`config.mk`:
```
export PLATFORM = sky130hd
export DESIGN_NAME = tmp_timer
export DESIGN_NICKNAME = d
export VERILOG_FILES = /design/src/design/tmp_pkg.sv /design/src/design/tmp_timer.sv
export VERILOG_INCLUDE_DIRS = /design/src /design/src/design
export SDC_FILE = /design/constraint.sdc
export NUM_CORES = 1
export LEC_CHECK = 0
export BUFFER_PORTS_ARGS = -buffer_cell sky130_fd_sc_hd__clkbuf_2
export CAP_MARGIN = 5
export CORE_MARGIN = 1
export CORE_UTILIZATION = 47
export CTS_CLUSTER_SIZE = 25
export DETAILED_ROUTE_END_ITERATION = 16
export PLACE_DENSITY = 0.79
export SLEW_MARGIN = 5
export SYNTH_ARGS = -nofsm -noshare
export SYNTH_HDL_FRONTEND = slang
export SYNTH_SLANG_ARGS = --single-unit
```
`constraint.sdc`:
```
create_clock -name clk_i -period 3.6 [get_ports clk_i]
set_input_delay 1.08 -clock clk_i [delete_from_list [all_inputs] [get_ports clk_i]]
set_output_delay 1.08 -clock clk_i [all_outputs]
set_load 0.05 [all_outputs]
```
`src/design/tmp_defines.svh`:
```
// register offsets, field positions, reset values and timing counts for the timer block
// assumes inclusion by bare name from the design module
`ifndef TMP_DEFINES_SVH
`define TMP_DEFINES_SVH

// byte addresses on the bus (word aligned), and the word index of the count register
`define TMP_ADDR_COUNT 8'h04
`define TMP_ADDR_CONFIG 8'h08
`define TMP_ADDR_CMD 8'h0C
`define TMP_COUNT_INDEX 8'h01

// config field positions
`define TMP_CFG_SRC_BIT 5
`define TMP_CFG_EDGE_BIT 4
`define TMP_CFG_ASSIGN_BIT 3
`define TMP_CFG_RATIO_HI 2
`define TMP_CFG_RATIO_LO 0
`define TMP_CFG_RESET 8'h3F

// command register bits
`define TMP_CMD_WDT_CLEAR_BIT 0

// timing
`define TMP_PHASES_PER_CYCLE 3'h4
`define TMP_WRITE_HOLD_CYCLES 2'h2

`endif

```
`src/design/tmp_pkg.sv`:
```
// types shared by the timer block
// assumes the defines header sits beside it
package tmp_pkg;
  typedef logic [7:0] tmp_byte_t;
  typedef logic [1:0] tmp_phase_t;
endpackage : tmp_pkg

```
`src/design/tmp_timer.sv`:
```
// eight-bit timer/counter with shared prescaler, classic wishbone slave
// assumes one 250 MHz clock standing for the oscillator; four clocks form one instruction cycle
`timescale 1ns/100ps

`include "tmp_defines.svh"

module tmp_timer
  import tmp_pkg::*;
#(
  parameter int PRESCALE_WIDTH = 8
) (
  input wire logic clk_i,
  input wire logic rst_i,
  // classic wishbone slave
  input wire logic wb_cyc_i,
  input wire logic wb_stb_i,
  input wire logic wb_we_i,
  input wire logic [7:0] wb_adr_i,
  input wire logic [3:0] wb_sel_i,
  input wire logic [31:0] wb_dat_i,
  output logic [31:0] wb_dat_o,
  output logic wb_ack_o,
  output logic wb_err_o,
  // pin and watchdog links
  input wire logic external_count_input_i,
  input wire logic watchdog_clear_instr_i,
  output logic watchdog_tick_o,
  output logic [7:0] timer_count_o
);

  //////////////////////////////////////////////////////////////////////////////
  // helpers

  // selects the prescaler bit whose toggle divides by 2^(n+1)
  function automatic logic ratio_tap(input logic [PRESCALE_WIDTH-1:0] cnt,
                                     input logic [2:0] n);
    ratio_tap = cnt[n];
  endfunction : ratio_tap

  //////////////////////////////////////////////////////////////////////////////
  // bus decode

  logic req;
  logic hit_count;
  logic hit_config;
  logic hit_cmd;
  logic wr_count;
  logic wr_config;
  logic wr_cmd;

  assign req = wb_cyc_i && wb_stb_i && !wb_ack_o && !wb_err_o;
  assign hit_count = (wb_adr_i == `TMP_ADDR_COUNT);
  assign hit_config = (wb_adr_i == `TMP_ADDR_CONFIG);
  assign hit_cmd = (wb_adr_i == `TMP_ADDR_CMD);
  // writes take effect on the single cycle the ack is raised
  assign wr_count = req && wb_we_i && hit_count && wb_sel_i[0];
  assign wr_config = req && wb_we_i && hit_config && wb_sel_i[0];
  assign wr_cmd = req && wb_we_i && hit_cmd && wb_sel_i[0];

  // one-cycle answer; unmapped addresses get err instead of ack
  always_ff @(posedge clk_i) begin
    if (rst_i) begin
      wb_ack_o <= 1'b0;
      wb_err_o <= 1'b0;
    end else begin
      wb_ack_o <= req && (hit_count || hit_config || hit_cmd);
      wb_err_o <= req && !(hit_count || hit_config || hit_cmd);
    end
  end

  //////////////////////////////////////////////////////////////////////////////
  // configuration register (write-only on the device; readable here for debug is avoided)

  tmp_byte_t cfg_q;
  logic src_sel;
  logic edge_sel;
  logic assign_wdt;
  logic [2:0] ratio;

  always_ff @(posedge clk_i) begin
    if (rst_i) begin
      cfg_q <= `TMP_CFG_RESET;
    end else if (wr_config) begin
      cfg_q <= {2'b00, wb_dat_i[5:0]};
    end
  end

  assign src_sel = cfg_q[`TMP_CFG_SRC_BIT];
  assign edge_sel = cfg_q[`TMP_CFG_EDGE_BIT];
  assign assign_wdt = cfg_q[`TMP_CFG_ASSIGN_BIT];
  assign ratio = cfg_q[`TMP_CFG_RATIO_HI:`TMP_CFG_RATIO_LO];

  //////////////////////////////////////////////////////////////////////////////
  // instruction-cycle phase counter: phases 0..3 stand for Q1..Q4

  tmp_phase_t phase_q;
  logic cycle_end;

  always_ff @(posedge clk_i) begin
    if (rst_i) begin
      phase_q <= 2'h0;
    end else begin
      phase_q <= phase_q + 2'h1;
    end
  end

  assign cycle_end = (phase_q == 2'h3);

  //////////////////////////////////////////////////////////////////////////////
  // external input: two-flop synchroniser, then edge select

  logic pin_meta_q;
  logic pin_sync_q;
  logic pin_prev_q;
  logic src_level;
  logic src_rise;

  always_ff @(posedge clk_i) begin
    if (rst_i) begin
      pin_meta_q <= 1'b0;
      pin_sync_q <= 1'b0;
      pin_prev_q <= 1'b0;
    end else begin
      pin_meta_q <= external_count_input_i;
      pin_sync_q <= pin_meta_q;
      pin_prev_q <= pin_sync_q;
    end
  end

  // inverting the level makes a falling pin edge look like a rising one
  assign src_level = pin_sync_q ^ edge_sel;
  assign src_rise = src_level && !(pin_prev_q ^ edge_sel);

  //////////////////////////////////////////////////////////////////////////////
  // shared prescaler; replaces the ripple chain with a synchronous counter whose
  // selected bit toggles, so its output stays symmetric

  logic [PRESCALE_WIDTH-1:0] presc_q;
  logic presc_step;
  logic presc_clear;
  logic cmd_wdt_clear;

  assign cmd_wdt_clear = watchdog_clear_instr_i
                         || (wr_cmd && wb_dat_i[`TMP_CMD_WDT_CLEAR_BIT]);
  // timer mode, or any mode with the prescaler on the watchdog, feeds instruction cycles; counter mode on the timer feeds selected input edges
  assign presc_step = assign_wdt ? cycle_end : (src_sel ? src_rise : cycle_end);
  assign presc_clear = (wr_count && !assign_wdt)
                       || (cmd_wdt_clear && assign_wdt);

  // no bus path reads or loads this counter
  always_ff @(posedge clk_i) begin
    if (rst_i) begin
      presc_q <= '0;
    end else if (presc_clear) begin
      presc_q <= '0;
    end else if (presc_step) begin
      presc_q <= presc_q + 1'b1;
    end
  end

  // postscaled watchdog tick, only while assigned to the watchdog
  logic wdt_prev_q;
  always_ff @(posedge clk_i) begin
    if (rst_i) begin
      wdt_prev_q <= 1'b0;
      watchdog_tick_o <= 1'b0;
    end else begin
      wdt_prev_q <= ratio_tap(presc_q, ratio);
      watchdog_tick_o <= assign_wdt && wdt_prev_q && !ratio_tap(presc_q, ratio);
    end
  end

  //////////////////////////////////////////////////////////////////////////////
  // prescaler output and phase-two/phase-four sampling

  logic presc_out;
  logic samp_q2_q;
  logic samp_q4_q;
  logic tick;

  // divide 2^(ratio+1): the inverted tap rises when the tapped bit carries out,
  // so after a clear the first count comes a full ratio later, not half of it
  always_comb begin
    if (assign_wdt) begin
      presc_out = src_sel ? src_level : phase_q[1];
    end else begin
      presc_out = ~ratio_tap(presc_q, ratio);
    end
  end

  // sample at phase two (index 1) and phase four (index 3); reset loads the
  // idle level so that no false edge is counted right after reset
  always_ff @(posedge clk_i) begin
    if (rst_i) begin
      samp_q2_q <= presc_out;
      samp_q4_q <= presc_out;
    end else begin
      if (phase_q == 2'h1) begin
        samp_q2_q <= presc_out;
      end
      if (phase_q == 2'h3) begin
        samp_q4_q <= samp_q2_q;
      end
    end
  end

  // a rising edge seen across the two samples advances the count at cycle end;
  // pin latency then falls inside four to eight oscillator periods
  assign tick = cycle_end && samp_q2_q && !samp_q4_q;

  // timer mode with no prescaler counts every cycle directly
  logic inc;
  assign inc = (!src_sel && assign_wdt) ? cycle_end : tick;

  //////////////////////////////////////////////////////////////////////////////
  // write hold-off: two whole instruction cycles without counting

  logic [1:0] hold_q;

  always_ff @(posedge clk_i) begin
    if (rst_i) begin
      hold_q <= 2'h0;
    end else if (wr_count) begin
      hold_q <= `TMP_WRITE_HOLD_CYCLES;
    end else if (cycle_end && hold_q != 2'h0) begin
      hold_q <= hold_q - 2'h1;
    end
  end

  //////////////////////////////////////////////////////////////////////////////
  // count register

  tmp_byte_t count_q;

  always_ff @(posedge clk_i) begin
    if (rst_i) begin
      count_q <= 8'h00;
    end else if (wr_count) begin
      count_q <= wb_dat_i[7:0];
    end else if (inc && hold_q == 2'h0) begin
      count_q <= count_q + 8'h01;
    end
  end

  assign timer_count_o = count_q;

  //////////////////////////////////////////////////////////////////////////////
  // read data: config and command read as zero, as the config is write-only

  always_ff @(posedge clk_i) begin
    if (rst_i) begin
      wb_dat_o <= 32'h0000_0000;
    end else if (req && !wb_we_i && hit_count) begin
      wb_dat_o <= {24'h00_0000, count_q};
    end else if (req) begin
      wb_dat_o <= 32'h0000_0000;
    end
  end

  // kept by the pin source and by software

endmodule : tmp_timer

```
==> results_dict.tcl, run 1 <==
set metrics [dict create \
    grt_usage 0.1665 \
    path_class "in2reg" \
    fin_crit_sh 0.7311 \
    num_io_pins 94 \
    synth_edf_count 2 \
    cts_tree "yes" \
    numCtsBuffers 5 \
    cts-root-buf "clkbuf_8" \
    rows 24 \
    via_per_inst 5.080 \
    critPathRequiredTime_ns 3.79 \
    dp_hpwl_mm 2.787 \
    vias 1661 \
    ant_nets 0 \
    route.detailed.drc 0 \
    antenna_found_initial 0 \
    cts_resized 0 \
    ctsHtreeMaxLevel 2 \
    syn_area_per_cell_um2 9.279 \
    p_sw_mw 0.2516 \
    finalPower_mw 0.8913 \
    insertion_delay_ns 0.30 \
    gpl.final_weighted_congestion 0.7967 \
    fin_skew_ns 0.008016 \
    routedWlPerCell_um 11.68 \
    nets 330 \
    grt_pass1_wl_mm 6.541 \
    final_layout_size_suffix_gt1_frac 0.2255 \
    synth.most_common_cell "dfxtp_1" \
    status "completed" \
    clk_path_buf_depth 2 \
    ir_drop_uv 194.7 \
    worst_pin_slew_ns 0.7233 \
    synth_cell_types 41 \
    syn_to_final_growth_pct 10.71 \
    rsz0062_at_grt "no" \
    cp-end-kind "flip-flop" \
    synth-seq-area-share 0.4074 \
    finalCriticalPeriod_ns 2.632 \
    grt_max_degree 39 \
    synth_warnings 0 \
    dr.first_iter.drc_count 75 \
    setup_violations 0 \
    start_kind "primary input" \
    swShare 0.2822 \
    cts.sinks 43 \
    p_int_mw 0.6397 \
    maxSlewHeadroom 0.5178 \
    seqPwrFrac 0.548 \
    postCtsHoldBufs 0 \
    p_comb_frac 0.117 \
    start_util 0.4932 \
    cap_violations 0 \
    dieArea_mm2 0.004876 \
    dr.pass1.iters 5 \
    hold_viol_final 0 \
    crit_fanout 12 \
    port_buffers 42 \
    synth_seq_cells 43 \
    postCtsSetupBuffers 0 \
    core_area_mm2 0.004384 \
    die_w_um 69.83 \
    grt_pass1_vias 1537 \
    fmax_mhz 380.0 \
    syn_inst 233 \
    finalMaxSlewViolations 0 \
    ys.flop_type "dfxtp_1" \
    powerDensity_mw_per_mm2 372.4 \
    finalSetupTns_ns 0 \
    synthTopCellsByCount "dfxtp_1 (41), nor2_1 (37), buf_4 (24), xnor2_1 (13), inv_1 (11)" \
    synth_top_area_share 0.3796 \
    hold_path_class "reg2reg" \
    p_leak_nw 1.012 \
    synth-async-reset-ratio 0 \
    wl_mm 3.818 \
    n_antenna_cell 0 \
    netlist_area_mm2 0.002162 \
    synthTopCellsByArea "dfxtp_1 (38%), buf_4 (8.3%), nor2_1 (6.4%), xnor2_1 (5.3%), a211oi_1 (3.1%)" \
    arrival_ns 2.82 \
    pwr-share-clk 0.336 \
    yosys.area.top_type "dfxtp_1" \
    clkSlewWorstSetupHoldPaths_ns 0.08 \
    overflow 0 \
    die_h_um 69.83 \
]
[worst max-delay path, cell delays in order]
cell      delay, ns
clkbuf_2       0.08
or4_4          0.52
or4_4          0.56
nand3b_4       0.26
a211o_1        0.33
[flip-flops by register name (all words and copies together) (netlist names), 2 cells and up]
signal and count:
presc_q 8, wb_dat_o 8, hold_q 2, phase_q 2, timer_count_o 8, cfg_q 6
[layer usage]
metal,track usage,vias to the layer above,part of all wire
li1,-,844,-
met1,0.1824,768,0.44
met2,0.3088,45,0.51
met3,0.03924,4,0.040
met4,0.06000,0,0.0086
met5,0,-,0
[final timing paths]
check	startpoint	endpoint	slack (ns)	cells past startpoint
max reg2reg	wb_err_o$_SDFF_PP0_	cfg_q[1]$_SDFFE_PP1P_	1.47	4
min	pin_meta_q$_SDFF_PP0_	pin_sync_q$_SDFF_PP0_	0.44	1
max	wb_adr_i[1]	cfg_q[1]$_SDFFE_PP1P_	0.97	5
min reg2reg	pin_meta_q$_SDFF_PP0_	pin_sync_q$_SDFF_PP0_	0.44	1
[per-stage QoR]
stage	cell area [µm²]	setup WS, ns	util	cells	hold slack (ns)
2_1_floorplan	2248	0.7572	-	256	0.4138
3_3_place_gp	2308	0.6622	0.5265	319	0.4177
3_5_place_dp	2308	0.6537	0.5265	319	0.4285
4_1_cts	2394	0.9628	0.5459	327	0.4477
5_1_grt	2394	0.7544	0.5459	327	0.4720
6_report	2394	0.9682	0.5459	327	0.4425
[cells by family after synthesis]
| logic type | Yosys count | synth area share |
|---|---|---|
| simple gates | 88 | 0.2321 |
| other cells | 1 | 0.001734 |
| flops | 43 | 0.4074 |
| fa+ha+maj | 5 | 0.02894 |
| xor+xnor | 15 | 0.06077 |
| buf+inv | 42 | 0.1186 |
| compound gates | 34 | 0.1152 |
| mux | 5 | 0.03530 |
[final cells by class]
class	instances	area, µm²
fillers	411	1991
multi-input cells	171	1111
well taps	52	65.06
clock inverters	2	12.51
inverters	11	41.29
flip-flops and latches	43	880.8
repair buffers	42	210.2
clock buffers	6	72.57
[cell usage in the layout, fill, tap and decap left out, types with 2 or more instances in the layout]
master	Yosys	layout
or4_4	2	2
nand2_1	5	5
mux2i_1	2	2
mux4_2	2	2
clkbuf_2	0	42
xnor2_1	13	13
clkbuf_8	0	5
or2_2	2	2
and3_1	6	6
conb_1	1	24
nor3_1	7	7
a22oi_1	8	8
nor2_1	37	37
and4_1	2	2
xor2_1	2	2
edfxtp_1	2	2
nor4_4	2	2
a21oi_1	4	4
o21ai_0	4	4
nor2b_1	5	5
a211o_1	6	6
dfxtp_1	41	41
inv_1	11	11
ha_1	5	5
nand2b_1	5	5
nand3_1	6	6
nor3b_1	3	3
a211oi_1	9	9
[power groups by stage]
stage | registers [mW] | logic [mW] | clock network [mW]
3_5_place_dp | 0.499 | 0.104 | 0
5_1_grt | 0.489 | 0.112 | 0.327
6_report | 0.488 | 0.104 | 0.299
3_3_place_gp | 0.499 | 0.103 | 0
4_1_cts | 0.488 | 0.104 | 0.306
2_1_floorplan | 0.501 | 0.101 | 0
Power figures use the tool's default switching activity.
==> inputs of run 2 (changes only) <==
--- a/config.mk
+++ b/config.mk
@@ -6,13 +6,14 @@
 export SDC_FILE = /design/constraint.sdc
 export NUM_CORES = 1
 export LEC_CHECK = 0
+export ABC_AREA = 1
 export BUFFER_PORTS_ARGS = -buffer_cell sky130_fd_sc_hd__clkbuf_2
 export CAP_MARGIN = 5
 export CORE_MARGIN = 1
-export CORE_UTILIZATION = 47
+export CORE_UTILIZATION = 44
 export CTS_CLUSTER_SIZE = 25
 export DETAILED_ROUTE_END_ITERATION = 16
-export PLACE_DENSITY = 0.79
+export PLACE_DENSITY = 0.76
 export SLEW_MARGIN = 5
 export SYNTH_ARGS = -nofsm -noshare
 export SYNTH_HDL_FRONTEND = slang
==> constraint.sdc (replaced) <==
create_clock -name clk_i -period 2.4 [get_ports clk_i]
set_input_delay 0.72 -clock clk_i [delete_from_list [all_inputs] [get_ports clk_i]]
set_output_delay 0.72 -clock clk_i [all_outputs]
set_load 0.05 [all_outputs]
==> run 2 against run 1 <==
Core utilization fell by 4.5 points; worst setup slack got worse by 0.37 ns; critical path depth fell by 4; clock skew rose by 0.0073 ns; hold slack got worse by 0.034 ns; synthesized cell count rose by 54%; first-iteration DRC count rose by 140%; global-route usage rose by 1.5 points; final cell count rose by 45%; count of clock-buffer cells in the layout did not move; critical path type is now reg2out; critical endpoint is now timer_count_o[2].
==> results_dict.tcl, run 2 <==
set metrics [dict create \
    grt_pass1_wl_mm 8.742 \
    dieArea_mm2 0.005967 \
    synth-compound-area-share 0.07685 \
    die_h_um 77.25 \
    fin_crit_sh 0.7507 \
    numCtsBuffers 5 \
    route.detailed.drc 0 \
    hold_path_class "reg2reg" \
    cts_tree "yes" \
    netlist_area_mm2 0.002491 \
    start_util 0.4552 \
    dp_hpwl_mm 3.787 \
    status "completed" \
    cts_resized 0 \
    core_area_mm2 0.005473 \
    cts-root-buf "clkbuf_8" \
    grt_use_met3 0.03333 \
    crit_buf_inv 1 \
    synth_cell_types 34 \
    finalMaxSlewViolations 0 \
    fmax_mhz 555.0 \
    via_per_inst 4.720 \
    path_cells "clkbuf_2" \
    port_buffers 42 \
    synth_top_area_share 0.3295 \
    utilization 0.5014 \
    rsz0062_at_grt "no" \
    synthXorXnorAreaFrac 0.01758 \
    nets 458 \
    critical-path-top-delay-family "flip-flops" \
    synthAdderAreaFrac 0.02511 \
    die_w_um 77.25 \
    yosys.area.top_type "dfxtp_1" \
    synthSimpleGateAreaFrac 0.3566 \
    setup_violations 0 \
    met2_usage 0.2743 \
    synth-seq-area-share 0.3536 \
    fin_skew_ns 0.01534 \
    synth.most_common_cell "nand2_1" \
    postCtsHoldBufs 0 \
    synth_top_family_by_area "simple AND/OR/NAND/NOR gates" \
    grt_usage 0.1814 \
    busiest_layer "met2" \
    maxSlewHeadroom 0.6585 \
    finalSetupTns_ns 0 \
    n_antenna_cell 0 \
    num_io_pins 94 \
    cp-end-kind "output pin" \
    crit_fanout 7 \
    synth-async-reset-ratio 0 \
    antenna_found_initial 0 \
    postCtsSetupBuffers 0 \
    dr.first_iter.drc_count 177 \
    critPathRequiredTime_ns 1.68 \
    synth_warnings 0 \
    clkSlewWorstSetupHoldPaths_ns 0.08 \
    grt_pass1_vias 1924 \
    ctsHtreeMaxLevel 2 \
    powerDensity_mw_per_mm2 494.9 \
    cts.sinks 43 \
    syn_area_per_cell_um2 6.958 \
    synth_edf_count 2 \
    insertion_delay_ns 0.30 \
    syn_to_final_growth_pct 10.15 \
    finalCriticalPeriod_ns 1.802 \
    gpl.final_weighted_congestion 0.8424 \
    arrival_ns 1.08 \
    rows 27 \
    ys.flop_type "dfxtp_1" \
    layout_commonest_cell "nand2_1" \
    hold_viol_final 0 \
    start_kind "flip-flop" \
    globalRouteMet1Util 0.2562 \
    vias 2242 \
    layout_common_cells "nand2_1 (83), nand3_1 (48), clkbuf_2 (42), inv_1 (41), dfxtp_1 (41)" \
    dr.pass1.iters 5 \
    synthTopCellsByCount "nand2_1 (83), nand3_1 (48), dfxtp_1 (41), inv_1 (41), nor2_1 (31)" \
    wl_mm 4.881 \
    fin_ws_ns 0.5982 \
    ant_nets 0 \
    final_layout_size_suffix_gt1_frac 0.1787 \
    p_leak_nw 1.359 \
    pre_cts_ws_ns 0.3461 \
    clk_path_buf_depth 2 \
    grt_max_degree 15 \
    synthTopCellsByArea "dfxtp_1 (33%), nand2_1 (13%), nand3_1 (9.6%), buf_4 (7.2%), inv_1 (6.2%)" \
    overflow 0 \
    critPathSlowestCell "dfxtp_1" \
    syn_inst 358 \
    path_class "reg2out" \
    ir_drop_uv 216.2 \
    cap_violations 0 \
    slowest_delay_ns 0.46 \
    synth_mux_area_frac 0 \
    routedWlPerCell_um 10.28 \
    synth_seq_cells 43 \
    worst_pin_slew_ns 0.5103 \
]
-- run 2: routing by layer --
metal | wire length, µm | vias up
met5 | 0 | -
met4 | 59 | 0
met3 | 289 | 7
met2 | 2192 | 70
met1 | 2339 | 988
li1 | - | 1177
-- run 2: worst paths after layout --
kind                            startpoint                       to  slack, ns  depth (start not counted)
max          timer_count_o[2]$_SDFFE_PP0P_         timer_count_o[2]       0.60                          1
min reg2reg          pin_meta_q$_SDFF_PP0_    pin_sync_q$_SDFF_PP0_       0.41                          2
min                  pin_meta_q$_SDFF_PP0_    pin_sync_q$_SDFF_PP0_       0.41                          2
max reg2reg            wb_ack_o$_SDFF_PP0_  presc_q[0]$_SDFFE_PP0P_       0.93                          7
-- run 2: power by group --
part	leakage (nW)	switching, mW	internal [mW]	total (mW)
Sequential	0.349	0.00612	0.727	0.734
Clock	0.0455	0.247	0.204	0.451
Combinational	0.964	0.140	0.0333	0.174
Total	1.36	0.393	0.965	1.36
-- run 2: cell type report --
type	instances	area (µm²)
Fill cell	568	2729
Multi-Input combinational cell	261	1276
Sequential cell	43	880.8
Timing Repair Buffer	47	247.7
Inverter	44	165.2
Tap cell	72	90.09
Clock buffer	6	72.57
Clock inverter	2	11.26
-- run 2: logic make-up (layout without fill, tap and decap cells) --
kind of cell | Yosys count | count (layout)
simple gates | 191 | 191
buf+inv | 77 | 99
flops | 43 | 43
compound gates | 36 | 36
fa+ha+maj | 5 | 5
xor+xnor | 5 | 5
other cells | 1 | 24
-- run 2: metrics by stage --
stage	total power, mW	std cells	hold WS [ns]	instance area [µm²]
finish	1.358	475	0.4084	2744
global route	1.422	475	0.4321	2744
CTS	1.373	475	0.4148	2744
detailed placement	0.9237	467	0.3968	2660
global placement	0.9217	467	0.3931	2660
floorplan	0.9183	381	0.3883	2577
